`src/hw/fifo_serial_port_consts.vh`:
```
// register map, field positions, reset values and timing counts of the serial port
//
// Functional notes
// (RULE_01) receive threshold code 00b raises receive-full once one byte is stored.
// (RULE_02) transmit threshold code 00b uses an empty threshold of 8 entries.
// (RULE_03) transmit FIFO takes writes until its count reads 10h; software stops there.
// (RULE_04) each receive port read pops the next byte; count shows bytes readable.
// (RULE_05) receive-full flag clears only by writing 0 after reading it as 1.
// (RULE_06) transmit-empty flag clears only by writing 0 after reading it as 1.
// (RULE_07) transmit-end enable at 1 lets the transmit-end request out.
// (RULE_08) setting both enables and both interrupt enables starts the port.
// (RULE_09) clearing enables and all four interrupt enables stops all and masks all.
// (RULE_10) clearing receive enables stops reception only; transmission carries on.
// (RULE_11) receive interrupt enable gates full, ready, error and break requests.
// (RULE_12) transmit interrupt enable at 0 masks transmit-empty even mid-transfer.
// (RULE_13) mode bit 1 selects clock-synchronous; 0 selects asynchronous.
// (RULE_14) bit order 0 shifts data least significant bit first.
// (RULE_15) with drive enable at 1, TXD shows the pin-level bit while idle.
// (RULE_16) divisor select 0 maps the bit-rate divisor into the shared offset.
// (RULE_17) synchronous mode, prescale 01b, divisor 74: 120 MHz gives 100 kbps.
// (RULE_18) synchronous clock source 00b drives the internal bit clock on SCK.
// (RULE_19) threshold source 0 takes the transmit threshold from FIFO control.
// (RULE_20) FIFO clear bits at 1 empty both FIFOs and hold them until written 0.
// (RULE_21) error, break and transmit-end share one grouped request line.
// (RULE_22) receive threshold code 10b selects a threshold of 8 bytes.
// (RULE_23) transmit-end sets when the last bit leaves and the FIFO is empty.
// (RULE_24) each request stays high while its flag and enable are both 1.
`ifndef FIFO_SERIAL_PORT_CONSTS_VH
`define FIFO_SERIAL_PORT_CONSTS_VH
`define OFF_CTRL     8'h00
`define OFF_FCTRL    8'h04
`define OFF_STAT     8'h08
`define OFF_COUNT    8'h0C
`define OFF_TXPORT   8'h10
`define OFF_RXPORT   8'h14
`define OFF_DIV      8'h18
`define OFF_EXT      8'h1C
`define OFF_ALT      8'h20
`define OFF_PIN      8'h24
`define B_TXE        0
`define B_RXE        1
`define B_TIE        2
`define B_RIE        3
`define B_RX_ERR_INT_ENABLE       4
`define B_TX_END_INT_ENABLE       5
`define B_SYNC       6
`define B_MSBF       7
`define B_PRE        8
`define B_CKSRC      10
`define B_RXCLR      0
`define B_TXCLR      1
`define B_RTHR       2
`define B_TTHR       4
`define S_RXFULL     0
`define S_TXEMPTY    1
`define S_TXEND      2
`define S_READY      3
`define S_FRAME      4
`define S_OVERRUN    5
`define S_BREAK      6
`define CTRL_RST     12'h000
`define FCTRL_RST    6'h00
`define DIV_RST      8'hFF
`define STAT_RST     7'h00
`define FIFO_DEPTH   5'h10
`define ASYNC_TLAST  5'h1F
`define ASYNC_TMID   5'h0F
`define SYNC_TLAST   5'h03
`define SYNC_THALF   5'h02
`define ASYNC_BLAST  4'h9
`define SYNC_BLAST   4'h7
`define READY_TICKS  9'h1E0
`define RESP_OKAY    2'h0
`define RESP_SLVERR  2'h2
`endif

```
`src/hw/fifo_serial_port.v`:
```
// fifo-buffered serial port with an AXI4-Lite register slave
`timescale 1ns/1ps
`include "fifo_serial_port_consts.vh"
module fifo_serial_port (
	input  wire        aclk,
	input  wire        aresetn,
	input  wire        s_axi_awvalid,
	output wire        s_axi_awready,
	input  wire [7:0]  s_axi_awaddr,
	input  wire        s_axi_wvalid,
	output wire        s_axi_wready,
	input  wire [31:0] s_axi_wdata,
	input  wire [3:0]  s_axi_wstrb,
	output reg         s_axi_bvalid,
	input  wire        s_axi_bready,
	output reg  [1:0]  s_axi_bresp,
	input  wire        s_axi_arvalid,
	output wire        s_axi_arready,
	input  wire [7:0]  s_axi_araddr,
	output reg         s_axi_rvalid,
	input  wire        s_axi_rready,
	output reg  [31:0] s_axi_rdata,
	output reg  [1:0]  s_axi_rresp,
	input  wire        rxd_in,
	output reg         txd_out,
	output wire        txd_oe,
	output reg         sck_out,
	output wire        sck_oe,
	output wire        rx_full_request,
	output wire        tx_empty_request,
	output wire        rx_error_request,
	output wire        break_request,
	output wire        rx_ready_request,
	output wire        tx_end_request,
	output wire        grouped_request
);
	localparam TX_IDLE = 1'b0;
	localparam TX_SHIFT = 1'b1;
	localparam RX_IDLE = 1'b0;
	localparam RX_RECV = 1'b1;

	function [7:0] rev8;
		input [7:0] d;
		integer i;
		begin
			for (i = 0; i < 8; i = i + 1)
				rev8[i] = d[7 - i];
		end
	endfunction

	function [31:0] merge;
		input [31:0] old;
		input [31:0] nw;
		input [3:0]  strb;
		integer i;
		begin
			for (i = 0; i < 32; i = i + 1)
				merge[i] = strb[i / 8] ? nw[i] : old[i];
		end
	endfunction

	reg  [11:0] ctrl_r;
	reg  [5:0]  fctrl_r;
	reg  [7:0]  div_r;
	reg  [7:0]  mod_r;
	reg  [2:0]  ext_r;
	reg  [15:0] alt_r;
	reg  [1:0]  pin_r;
	reg  [6:0]  st_r;
	reg  [6:0]  seen_r;
	reg         aw_full_r;
	reg  [7:0]  aw_addr_r;
	reg         w_full_r;
	reg  [31:0] w_data_r;
	reg  [3:0]  w_strb_r;
	reg  [7:0]  tx_mem [0:15];
	reg  [3:0]  tx_wp_r;
	reg  [3:0]  tx_rp_r;
	reg  [4:0]  tx_cnt_r;
	reg  [7:0]  rx_mem [0:15];
	reg  [3:0]  rx_wp_r;
	reg  [3:0]  rx_rp_r;
	reg  [4:0]  rx_cnt_r;
	reg  [5:0]  pre_r;
	reg  [7:0]  bdiv_r;
	reg         tx_st_r;
	reg  [7:0]  tx_sh_r;
	reg  [3:0]  tx_bit_r;
	reg  [4:0]  tx_tk_r;
	reg         rx_st_r;
	reg  [7:0]  rx_sh_r;
	reg  [3:0]  rx_bit_r;
	reg  [4:0]  rx_tk_r;
	reg  [8:0]  rx_idle_r;
	reg  [31:0] rd_mux;
	reg         rd_ok;
	reg  [4:0]  rx_thr;
	reg  [4:0]  tx_thr;

	wire        tx_en = ctrl_r[`B_TXE];
	wire        rx_en = ctrl_r[`B_RXE];
	wire        sync_mode_select = ctrl_r[`B_SYNC];
	wire        msb_first = ctrl_r[`B_MSBF];
	wire [1:0]  prescale_select = ctrl_r[`B_PRE+1:`B_PRE];
	wire [1:0]  clk_src_select = ctrl_r[`B_CKSRC+1:`B_CKSRC];
	wire        rx_fifo_clear = fctrl_r[`B_RXCLR];
	wire        tx_fifo_clear = fctrl_r[`B_TXCLR];
	wire [1:0]  rx_fifo_threshold = fctrl_r[`B_RTHR+1:`B_RTHR];
	wire [1:0]  tx_fifo_threshold = fctrl_r[`B_TTHR+1:`B_TTHR];
	wire        divisor_reg_select = ext_r[0];
	wire        tx_threshold_source = ext_r[1];
	wire        rx_threshold_source = ext_r[2];
	wire        txd_drive_level = pin_r[0];
	wire        txd_drive_enable = pin_r[1];

	// register bus: address and data are held separately, then joined
	assign s_axi_awready = !aw_full_r;
	assign s_axi_wready = !w_full_r;
	assign s_axi_arready = !s_axi_rvalid;
	wire        wr_fire = aw_full_r && w_full_r && !s_axi_bvalid;
	wire        rd_fire = s_axi_arvalid && !s_axi_rvalid;
	wire [31:0] wr_val = w_data_r;
	wire        wr_b0 = w_strb_r[0];

	wire wr_stat = wr_fire && aw_addr_r == `OFF_STAT && wr_b0;
	wire rd_stat = rd_fire && s_axi_araddr == `OFF_STAT;
	wire rd_rxport = rd_fire && s_axi_araddr == `OFF_RXPORT;

	always @*
	begin
		rd_ok = 1'b1;
		rd_mux = 32'h0000_0000;
		case (s_axi_araddr)
			`OFF_CTRL:   rd_mux = {20'h0_0000, ctrl_r};
			`OFF_FCTRL:  rd_mux = {26'h000_0000, fctrl_r};
			`OFF_STAT:   rd_mux = {25'h000_0000, st_r};
			`OFF_COUNT:  rd_mux = {19'h0_0000, tx_cnt_r, 3'h0, rx_cnt_r};
			`OFF_TXPORT: rd_mux = 32'h0000_0000;
			`OFF_RXPORT: rd_mux = (rx_cnt_r != 5'h00) ?
				{24'h00_0000, rx_mem[rx_rp_r]} : 32'h0000_0000;
			`OFF_DIV:    rd_mux = {24'h00_0000,
				divisor_reg_select ? mod_r : div_r};
			`OFF_EXT:    rd_mux = {29'h0000_0000, ext_r};
			`OFF_ALT:    rd_mux = {16'h0000, alt_r};
			`OFF_PIN:    rd_mux = {30'h0000_0000, pin_r};
			default:     rd_ok = 1'b0;
		endcase
	end

	always @*
	begin
		case (rx_threshold_source ? 2'b11 : rx_fifo_threshold)
			2'b00:   rx_thr = 5'h01; // RULE_01
			2'b01:   rx_thr = 5'h04;
			2'b10:   rx_thr = 5'h08; // RULE_22
			default: rx_thr = rx_threshold_source ? alt_r[12:8] : 5'h0E;
		endcase
		if (tx_threshold_source)
			tx_thr = alt_r[4:0];
		else // RULE_19
		begin
			case (tx_fifo_threshold)
				2'b00:   tx_thr = 5'h08; // RULE_02
				2'b01:   tx_thr = 5'h04;
				2'b10:   tx_thr = 5'h02;
				default: tx_thr = 5'h00;
			endcase
		end
	end

	always @(posedge aclk)
	begin
		if (!aresetn)
		begin
			aw_full_r <= 1'b0;
			aw_addr_r <= 8'h00;
			w_full_r <= 1'b0;
			w_data_r <= 32'h0000_0000;
			w_strb_r <= 4'h0;
			s_axi_bvalid <= 1'b0;
			s_axi_bresp <= `RESP_OKAY;
			s_axi_rvalid <= 1'b0;
			s_axi_rdata <= 32'h0000_0000;
			s_axi_rresp <= `RESP_OKAY;
		end
		else
		begin
			if (s_axi_awvalid && !aw_full_r)
			begin
				aw_full_r <= 1'b1;
				aw_addr_r <= s_axi_awaddr;
			end
			if (s_axi_wvalid && !w_full_r)
			begin
				w_full_r <= 1'b1;
				w_data_r <= s_axi_wdata;
				w_strb_r <= s_axi_wstrb;
			end
			if (wr_fire)
			begin
				aw_full_r <= 1'b0;
				w_full_r <= 1'b0;
				s_axi_bvalid <= 1'b1;
				s_axi_bresp <= (aw_addr_r[1:0] == 2'b00 &&
					aw_addr_r <= `OFF_PIN) ? `RESP_OKAY : `RESP_SLVERR;
			end
			else if (s_axi_bready)
				s_axi_bvalid <= 1'b0;
			if (rd_fire)
			begin
				s_axi_rvalid <= 1'b1;
				s_axi_rdata <= rd_mux;
				s_axi_rresp <= rd_ok ? `RESP_OKAY : `RESP_SLVERR;
			end
			else if (s_axi_rready)
				s_axi_rvalid <= 1'b0;
		end
	end

	// control registers
	wire [31:0] ctrl_m = merge({20'h0_0000, ctrl_r}, wr_val, w_strb_r);
	wire [31:0] fctrl_m = merge({26'h000_0000, fctrl_r}, wr_val, w_strb_r);
	wire [31:0] alt_m = merge({16'h0000, alt_r}, wr_val, w_strb_r);

	always @(posedge aclk)
	begin
		if (!aresetn)
		begin
			ctrl_r <= `CTRL_RST;
			fctrl_r <= `FCTRL_RST;
			div_r <= `DIV_RST;
			mod_r <= 8'hFF;
			ext_r <= 3'h0;
			alt_r <= 16'h0000;
			pin_r <= 2'b00;
		end
		else if (wr_fire)
		begin
			case (aw_addr_r)
				`OFF_CTRL:  ctrl_r <= ctrl_m[11:0]; // RULE_08 RULE_09 RULE_10
				`OFF_FCTRL: fctrl_r <= fctrl_m[5:0]; // RULE_20
				`OFF_DIV:
				begin
					if (wr_b0 && !divisor_reg_select)
						div_r <= wr_val[7:0]; // RULE_16
					else if (wr_b0)
						mod_r <= wr_val[7:0];
				end
				`OFF_EXT:   ext_r <= wr_b0 ? wr_val[2:0] : ext_r;
				`OFF_ALT:   alt_r <= alt_m[15:0];
				`OFF_PIN:   pin_r <= wr_b0 ? wr_val[1:0] : pin_r;
				default:    ctrl_r <= ctrl_r;
			endcase
		end
	end

	// transmit FIFO
	wire tx_push = wr_fire && aw_addr_r == `OFF_TXPORT && wr_b0 &&
		tx_cnt_r < `FIFO_DEPTH && !tx_fifo_clear; // RULE_03
	wire tx_frame_end;
	wire tx_pop = tx_en && tx_cnt_r != 5'h00 && !tx_fifo_clear &&
		(tx_st_r == TX_IDLE || tx_frame_end);

	always @(posedge aclk)
	begin
		if (tx_push)
			tx_mem[tx_wp_r] <= wr_val[7:0];
	end

	always @(posedge aclk)
	begin
		if (!aresetn || tx_fifo_clear) // RULE_20
		begin
			tx_wp_r <= 4'h0;
			tx_rp_r <= 4'h0;
			tx_cnt_r <= 5'h00;
		end
		else
		begin
			if (tx_push)
				tx_wp_r <= tx_wp_r + 4'h1;
			if (tx_pop)
				tx_rp_r <= tx_rp_r + 4'h1;
			tx_cnt_r <= tx_cnt_r + {4'h0, tx_push} - {4'h0, tx_pop};
		end
	end

	// receive FIFO
	wire       rx_active = rx_en && !sync_mode_select; // RULE_10
	wire       tick;
	wire       rx_stop = rx_st_r == RX_RECV && tick &&
		rx_tk_r == `ASYNC_TMID && rx_bit_r == `ASYNC_BLAST;
	wire       rx_brk = rx_stop && !rxd_in && rx_sh_r == 8'h00;
	wire       rx_ferr = rx_stop && !rxd_in && !rx_brk;
	wire       rx_ovr = rx_stop && !rx_brk && rx_cnt_r == `FIFO_DEPTH;
	wire       rx_push = rx_stop && !rx_brk && !rx_ovr && !rx_fifo_clear;
	wire       rx_pop = rd_rxport && rx_cnt_r != 5'h00 && !rx_fifo_clear;
	wire [7:0] rx_byte = msb_first ? rev8(rx_sh_r) : rx_sh_r; // RULE_14

	always @(posedge aclk)
	begin
		if (rx_push)
			rx_mem[rx_wp_r] <= rx_byte;
	end

	always @(posedge aclk)
	begin
		if (!aresetn || rx_fifo_clear) // RULE_20
		begin
			rx_wp_r <= 4'h0;
			rx_rp_r <= 4'h0;
			rx_cnt_r <= 5'h00;
		end
		else
		begin
			if (rx_push)
				rx_wp_r <= rx_wp_r + 4'h1;
			if (rx_pop)
				rx_rp_r <= rx_rp_r + 4'h1; // RULE_04
			rx_cnt_r <= rx_cnt_r + {4'h0, rx_push} - {4'h0, rx_pop};
		end
	end

	// bit clock: prescale by 4^n, then divide by divisor + 1
	wire [6:0] pre_pow = 7'h01 << {prescale_select, 1'b0};
	wire [6:0] pre_m1 = pre_pow - 7'h01;
	wire       pre_end = pre_r == pre_m1[5:0];
	assign tick = pre_end && bdiv_r == div_r; // RULE_17

	always @(posedge aclk)
	begin
		if (!aresetn)
		begin
			pre_r <= 6'h00;
			bdiv_r <= 8'h00;
		end
		else if (pre_end)
		begin
			pre_r <= 6'h00;
			bdiv_r <= (bdiv_r == div_r) ? 8'h00 : bdiv_r + 8'h01;
		end
		else
			pre_r <= pre_r + 6'h01;
	end

	// transmitter: 4 ticks per bit synchronous, 32 per bit asynchronous
	wire [4:0] tx_tlast = sync_mode_select ? `SYNC_TLAST : `ASYNC_TLAST;
	wire [3:0] tx_blast = sync_mode_select ? `SYNC_BLAST : `ASYNC_BLAST;
	wire       tx_bit_end = tx_st_r == TX_SHIFT && tick && tx_tk_r == tx_tlast;
	assign tx_frame_end = tx_bit_end && tx_bit_r == tx_blast;
	wire       tx_done = tx_frame_end && tx_cnt_r == 5'h00; // RULE_23
	wire       tx_data_bit = sync_mode_select ||
		(tx_bit_r != 4'h0 && tx_bit_r != `ASYNC_BLAST);

	always @(posedge aclk)
	begin
		if (!aresetn || !tx_en)
		begin
			tx_st_r <= TX_IDLE;
			tx_sh_r <= 8'h00;
			tx_bit_r <= 4'h0;
			tx_tk_r <= 5'h00;
		end
		else if (tx_pop)
		begin
			tx_st_r <= TX_SHIFT;
			tx_sh_r <= msb_first ? rev8(tx_mem[tx_rp_r]) :
				tx_mem[tx_rp_r]; // RULE_14
			tx_bit_r <= 4'h0;
			tx_tk_r <= 5'h00;
		end
		else if (tx_frame_end)
			tx_st_r <= TX_IDLE;
		else if (tx_st_r == TX_SHIFT && tick)
		begin
			tx_tk_r <= tx_bit_end ? 5'h00 : tx_tk_r + 5'h01;
			if (tx_bit_end)
				tx_bit_r <= tx_bit_r + 4'h1;
			if (tx_bit_end && tx_data_bit)
				tx_sh_r <= {1'b0, tx_sh_r[7:1]};
		end
	end

	// TXD and SCK levels are registered, their enables are not; idle level of TXD follows the pin-level override
	wire sck_drive = sync_mode_select && tx_en &&
		clk_src_select == 2'b00; // RULE_18
	reg  txd_nxt;
	always @*
	begin
		if (tx_st_r == TX_SHIFT && tx_en)
		begin
			if (sync_mode_select || tx_data_bit) // RULE_13
				txd_nxt = tx_sh_r[0];
			else
				txd_nxt = tx_bit_r != 4'h0;
		end
		else if (txd_drive_enable)
			txd_nxt = txd_drive_level; // RULE_15
		else
			txd_nxt = 1'b1;
	end
	assign txd_oe = tx_en || txd_drive_enable;
	assign sck_oe = sck_drive;

	always @(posedge aclk)
	begin
		if (!aresetn)
		begin
			txd_out <= 1'b1;
			sck_out <= 1'b1;
		end
		else
		begin
			txd_out <= txd_nxt;
			sck_out <= !(sck_drive && tx_st_r == TX_SHIFT &&
				tx_tk_r < `SYNC_THALF);
		end
	end

	// asynchronous receiver, samples the middle of each bit
	always @(posedge aclk)
	begin
		if (!aresetn || !rx_active)
		begin
			rx_st_r <= RX_IDLE;
			rx_sh_r <= 8'h00;
			rx_bit_r <= 4'h0;
			rx_tk_r <= 5'h00;
		end
		else if (rx_st_r == RX_IDLE)
		begin
			if (!rxd_in)
			begin
				rx_st_r <= RX_RECV;
				rx_bit_r <= 4'h0;
				rx_tk_r <= 5'h00;
			end
		end
		else if (tick)
		begin
			rx_tk_r <= rx_tk_r + 5'h01;
			if (rx_tk_r == `ASYNC_TLAST)
				rx_bit_r <= rx_bit_r + 4'h1;
			if (rx_tk_r == `ASYNC_TMID)
			begin
				if (rx_bit_r == 4'h0 && rxd_in)
					rx_st_r <= RX_IDLE;
				else if (rx_bit_r == `ASYNC_BLAST)
					rx_st_r <= RX_IDLE;
				else if (rx_bit_r != 4'h0)
					rx_sh_r <= {rxd_in, rx_sh_r[7:1]};
			end
		end
	end

	// line quiet for 15 bit times with data below threshold: data ready
	always @(posedge aclk)
	begin
		if (!aresetn || !rx_active || rx_st_r != RX_IDLE || rx_pop)
			rx_idle_r <= 9'h000;
		else if (tick && rx_idle_r != `READY_TICKS)
			rx_idle_r <= rx_idle_r + 9'h001;
	end

	// status flags: hardware set wins over a software clear
	wire [6:0] st_set;
	assign st_set[`S_RXFULL] = rx_cnt_r != 5'h00 && rx_cnt_r >= rx_thr;
	assign st_set[`S_TXEMPTY] = tx_cnt_r <= tx_thr; // RULE_02
	assign st_set[`S_TXEND] = tx_done;
	assign st_set[`S_READY] = rx_idle_r == `READY_TICKS &&
		rx_cnt_r != 5'h00 && rx_cnt_r < rx_thr;
	assign st_set[`S_FRAME] = rx_ferr;
	assign st_set[`S_OVERRUN] = rx_ovr;
	assign st_set[`S_BREAK] = rx_brk;
	// a zero write only clears a bit that was read as 1 beforehand
	wire [6:0] st_clr = (wr_stat ? (~wr_val[6:0] & seen_r) : 7'h00) |
		{4'h0, tx_push, 2'b00}; // RULE_05 RULE_06

	always @(posedge aclk)
	begin
		if (!aresetn)
		begin
			st_r <= `STAT_RST;
			seen_r <= 7'h00;
		end
		else
		begin
			st_r <= (st_r & ~st_clr) | st_set;
			seen_r <= (seen_r & ~st_clr) | (rd_stat ? st_r : 7'h00);
		end
	end

	// requests are levels of flag and enable
	wire rx_int_enable = ctrl_r[`B_RIE];
	wire rx_err_int_enable = ctrl_r[`B_RX_ERR_INT_ENABLE];
	assign rx_full_request = st_r[`S_RXFULL] && rx_int_enable; // RULE_11 RULE_24
	assign tx_empty_request = st_r[`S_TXEMPTY] && ctrl_r[`B_TIE]; // RULE_12
	assign rx_ready_request = st_r[`S_READY] && rx_int_enable; // RULE_11
	assign rx_error_request = (st_r[`S_FRAME] || st_r[`S_OVERRUN]) &&
		rx_int_enable && rx_err_int_enable; // RULE_11
	assign break_request = st_r[`S_BREAK] && rx_int_enable && rx_err_int_enable; // RULE_11
	assign tx_end_request = st_r[`S_TXEND] && ctrl_r[`B_TX_END_INT_ENABLE]; // RULE_07
	assign grouped_request = rx_error_request || break_request ||
		rx_ready_request || tx_end_request; // RULE_21 RULE_09
endmodule

```
`config.mk`:
```
export PLATFORM = sky130hd
export DESIGN_NAME = fifo_serial_port
export DESIGN_NICKNAME = d
export VERILOG_FILES = /design/src/hw/fifo_serial_port.v
export VERILOG_INCLUDE_DIRS = /design/src /design/src/hw
export SDC_FILE = /design/constraint.sdc
export NUM_CORES = 1
export LEC_CHECK = 0
export BUFFER_PORTS_ARGS = -buffer_cell sky130_fd_sc_hd__buf_2
export CORE_UTILIZATION = 25
export DETAILED_ROUTE_END_ITERATION = 8
export SLEW_MARGIN = 0
export SYNTH_ARGS = -nofsm -noshare
export SYNTH_HDL_FRONTEND = slang
export SYNTH_SLANG_ARGS = --single-unit
export TNS_END_PERCENT = 30
```
`constraint.sdc`:
```
create_clock -name aclk -period 5.2 [get_ports aclk]
set_input_delay 0.26 -clock aclk [delete_from_list [all_inputs] [get_ports aclk]]
set_output_delay 0.26 -clock aclk [all_outputs]
set_load 0.01 [all_outputs]
```
==> results.json <==
{
  "rsz0062_at_grt": "no",
  "ys_types": 76,
  "hpwl_um": 36090,
  "fmax_mhz": 265.3,
  "synth_top_family_by_area": "multiplexers",
  "nFillCells": 8174,
  "drv_slew": 0,
  "antenna_cells": 0,
  "dp_cells": 2730,
  "synthSimpleGateAreaFrac_pct": 12.68,
  "cp.required_ns": 5.64,
  "synth-compound-area-share_pct": 6.897,
  "syn-cell-area_um2": 20390,
  "hold_violations": 0,
  "cp.arrival_ns": 4.21,
  "clockBufferDepth": 3,
  "async_flop_share_pct": 0,
  "synth_ff_type": "edfxtp_1",
  "fin_setup_tns_ns": 0,
  "core_region_area_um2": 80680,
  "final.setup.worst_slack_ns": 1.430,
  "synth_common_cells": "edfxtp_1 (256), dfxtp_1 (212), nand2_1 (168)",
  "cts_tree": "done",
  "synth_edf_count": 256,
  "r2r_slack_ns": 1.43,
  "critPathMostFrequentCell": "inv_1",
  "crit_end": "rx_cnt_r[4]$_SDFF_PP0_",
  "drc": 21,
  "max_stage_delay_ns": 0.63,
  "synth.area.mux_share_pct": 13.53,
  "via_per_inst": 4.652,
  "wl_um": 51530,
  "start_util_pct": 25.28,
  "track_usage_pct": 12.34,
  "slowest_stage": "a2111o_1",
  "ir_drop_uv": 257.9,
  "final_antenna_net_count": 0,
  "die-width_um": 287.6,
  "synthXorXnorAreaFrac_pct": 2.062,
  "crit_fanout": 9,
  "cts_made_buffers": 46,
  "finalClockSkew_ns": 0.02147,
  "gp_congestion": 0.8401,
  "numClockSinks": 468,
  "first_global_vias": 13445,
  "area_delta_synth_final_pct": 16.25,
  "violations": "design-rule violations",
  "tightest_slew_ns": 1.206,
  "initialDrtViolationCount": 1113,
  "via_count": 13236,
  "cts-root-buf": "clkbuf_16",
  "clk_pin_slew_worst_paths_ns": 0.07,
  "status": "finished with violations",
  "yosys.area.top_type_share_pct": 37.70,
  "grt_pass1_wl_um": 78810,
  "grt_max_degree": 46,
  "grt_overflow": 0,
  "critPathKind": "flip-flop to flip-flop",
  "fp.dieH_um": 287.6,
  "yosys-top-cells-area": "edfxtp_1 (38%), dfxtp_1 (21%), mux4_2 (7.6%)",
  "post_cts_buffers": 0,
  "synth-seq-cells": 468,
  "seq_area_frac_synth_pct": 58.51,
  "r2r-end": "rx_cnt_r[4]$_SDFF_PP0_",
  "reg2reg_depth": 16,
  "antenna_found_initial": 1,
  "p_leak_nw": 8.384,
  "fin_crit_sh_pct": 72.49,
  "period_minus_slack_ns": 3.770,
  "path_buf_inv": 4,
  "maxCapViolCount": 0,
  "drt-wirelength-per-cell_um": 18.11,
  "postSynthAreaPerCell_um2": 12.34,
  "instances_no_fill": 2845,
  "min_path_cells": 3,
  "cts.repair.resized": 0,
  "portBuffers": 75,
  "cp_num_cells": 16,
  "rows": 104,
  "finalSetupViolations": 0,
  "yosys_warnings": 0,
  "pre_cts_ws_ns": 1.396,
  "synthMostInstantiatedCell": "edfxtp_1",
  "worstPathCellList": "and3_1 -> o21ai_1 -> a2111o_1 -> nor4_4 -> inv_1 -> ha_1 -> inv_1 -> ha_1 -> inv_1 -> fa_1 -> inv_1 -> a21oi_1 -> nor2_1 -> nor2_1 -> xnor2_1 -> nor2_1",
  "num_io_pins": 112,
  "drt_pass1_iterations": 7,
  "critPathTopFamily": "simple AND/OR/NAND/NOR gates",
  "r2r-start": "ctrl_r[8]$_SDFFE_PN0P_",
  "start_kind": "flip-flop",
  "clk_latency_ns": 0.58,
  "netlist_instances": 1653,
  "cts_max_level": 2,
  "startpoint": "ctrl_r[8]$_SDFFE_PN0P_",
  "end_kind": "flip-flop",
  "nets": 1855,
  "drive_gt1_share_pct": 16.02,
  "power.density_nw_per_um2": 315.0,
  "maxSlewHeadroom_pct": 19.46,
  "synth_top_area_cell": "edfxtp_1",
  "dieArea_um2": 82710,
  "hp-class": "primary input to flip-flop",
  "synthAdderAreaFrac_pct": 3.019
}
## how the worst min path moves through the flow
| stage | to | startpoint | slack (ns) |
|---|---|---|---|
| CTS | aw_addr_r[2]$_SDFFE_PN0P_ | s_axi_awaddr[2] | 0.003 |
| global placement | w_data_r[14]$_SDFFE_PN0P_ | w_data_r[14]$_SDFFE_PN0P_ | 0.44 |
| finish | aw_addr_r[2]$_SDFFE_PN0P_ | s_axi_awaddr[2] | 0.01 |
| detailed placement | s_axi_rdata[0]$_SDFFE_PN0P_ | s_axi_rdata[0]$_SDFFE_PN0P_ | 0.45 |
| global route | aw_addr_r[0]$_SDFFE_PN0P_ | s_axi_awaddr[0] | 0.009 |
| floorplan | w_data_r[12]$_SDFFE_PN0P_ | s_axi_wdata[12] | 0.40 |
## metrics by stage
stage | power (mW) | instance area (um2) | hold slack [ns] | util [%]
after CTS | 7.548 | 23710 | 0.003494 | 29.38
final | 7.468 | 23710 | 0.01076 | 29.38
after detailed placement | 4.167 | 21880 | 0.4487 | 27.12
after floorplan | 4.101 | 20460 | 0.3960 | -
after global placement | 4.161 | 21880 | 0.4440 | 27.12
after global routing | 7.705 | 23710 | 0.009298 | 29.38
## cell families after synthesis
family | Yosys count
AOI/OAI and AO/OA | 219
xor gates and xnor gates | 48
adders and majority gates | 48
buffers and inverters | 152
DFF | 468
muxes | 187
other | 1
and+or+nand+nor | 530
## timing repair
action / in CTS / in global routing
hold buffers: 29 / 0
endpoints found under the hold margin: 28 / 0
setup endpoints to repair: 0 / 0
## state kept, by name, summed over array words and instances, names as in the netlist, 7 cells and up, named ones only
name / count
alt_r: 16
aw_addr_r: 8
bdiv_r: 8
ctrl_r: 12
div_r: 8
mod_r: 8
rx_idle_r: 9
rx_mem: 128
rx_sh_r: 8
s_axi_rdata: 16
seen_r: 7
st_r: 7
tx_mem: 128
tx_sh_r: 8
w_data_r: 16
## placed cells by master, fill, tap and decap left out, types with 10 or more instances in the layout
cell type	count
a211oi_1	13
a21oi_1	76
a22oi_1	11
and2_1	10
and3_1	18
buf_2	75
buf_4	24
clkbuf_16	47
conb_1	18
dfxtp_1	211
dlygate4sd3_1	29
edfxtp_1	256
ha_1	46
inv_1	52
mux2_2	19
mux2i_1	99
mux4_2	69
nand2_1	168
nand2b_1	13
nand3_1	36
nand4_1	23
nor2_1	153
nor2b_1	35
nor3_1	22
o21ai_0	36
xnor2_1	21
xor2_1	27
## layout make-up
| type | instances | area (um2) | share of cell area, % |
|---|---|---|---|
| flip-flops and latches | 468 | 11930 | 50.34 |
| multi-input cells | 1050 | 7865 | 33.18 |
| well taps | 1060 | 1326 | 5.595 |
| clock buffers | 60 | 1309 | 5.521 |
| repair buffers | 128 | 845.8 | 3.568 |
| clock inverters | 26 | 229.0 | 0.9659 |
| inverters | 53 | 198.9 | 0.8392 |
## power breakdown
group,internal (mW),switching (mW)
Clock,1.89,1.47
Sequential,3.90,0.0394
Combinational,0.0623,0.105
Total,5.85,1.62
## worst min-delay path: cells and delay by family
| family | cells | cell delay (ns) |
|---|---|---|
| buf+inv | 1 | 0.12 |
| simple gates | 1 | 0.08 |
| mux | 1 | 0.07 |
## layer usage
metal	share of wire (%)	track usage, %
met5	0.014	0
met4	2.3	3.644
met3	5.8	2.401
met2	48	20.90
met1	44	15.83
No activity file was read; power rests on OpenSTA's default activity.
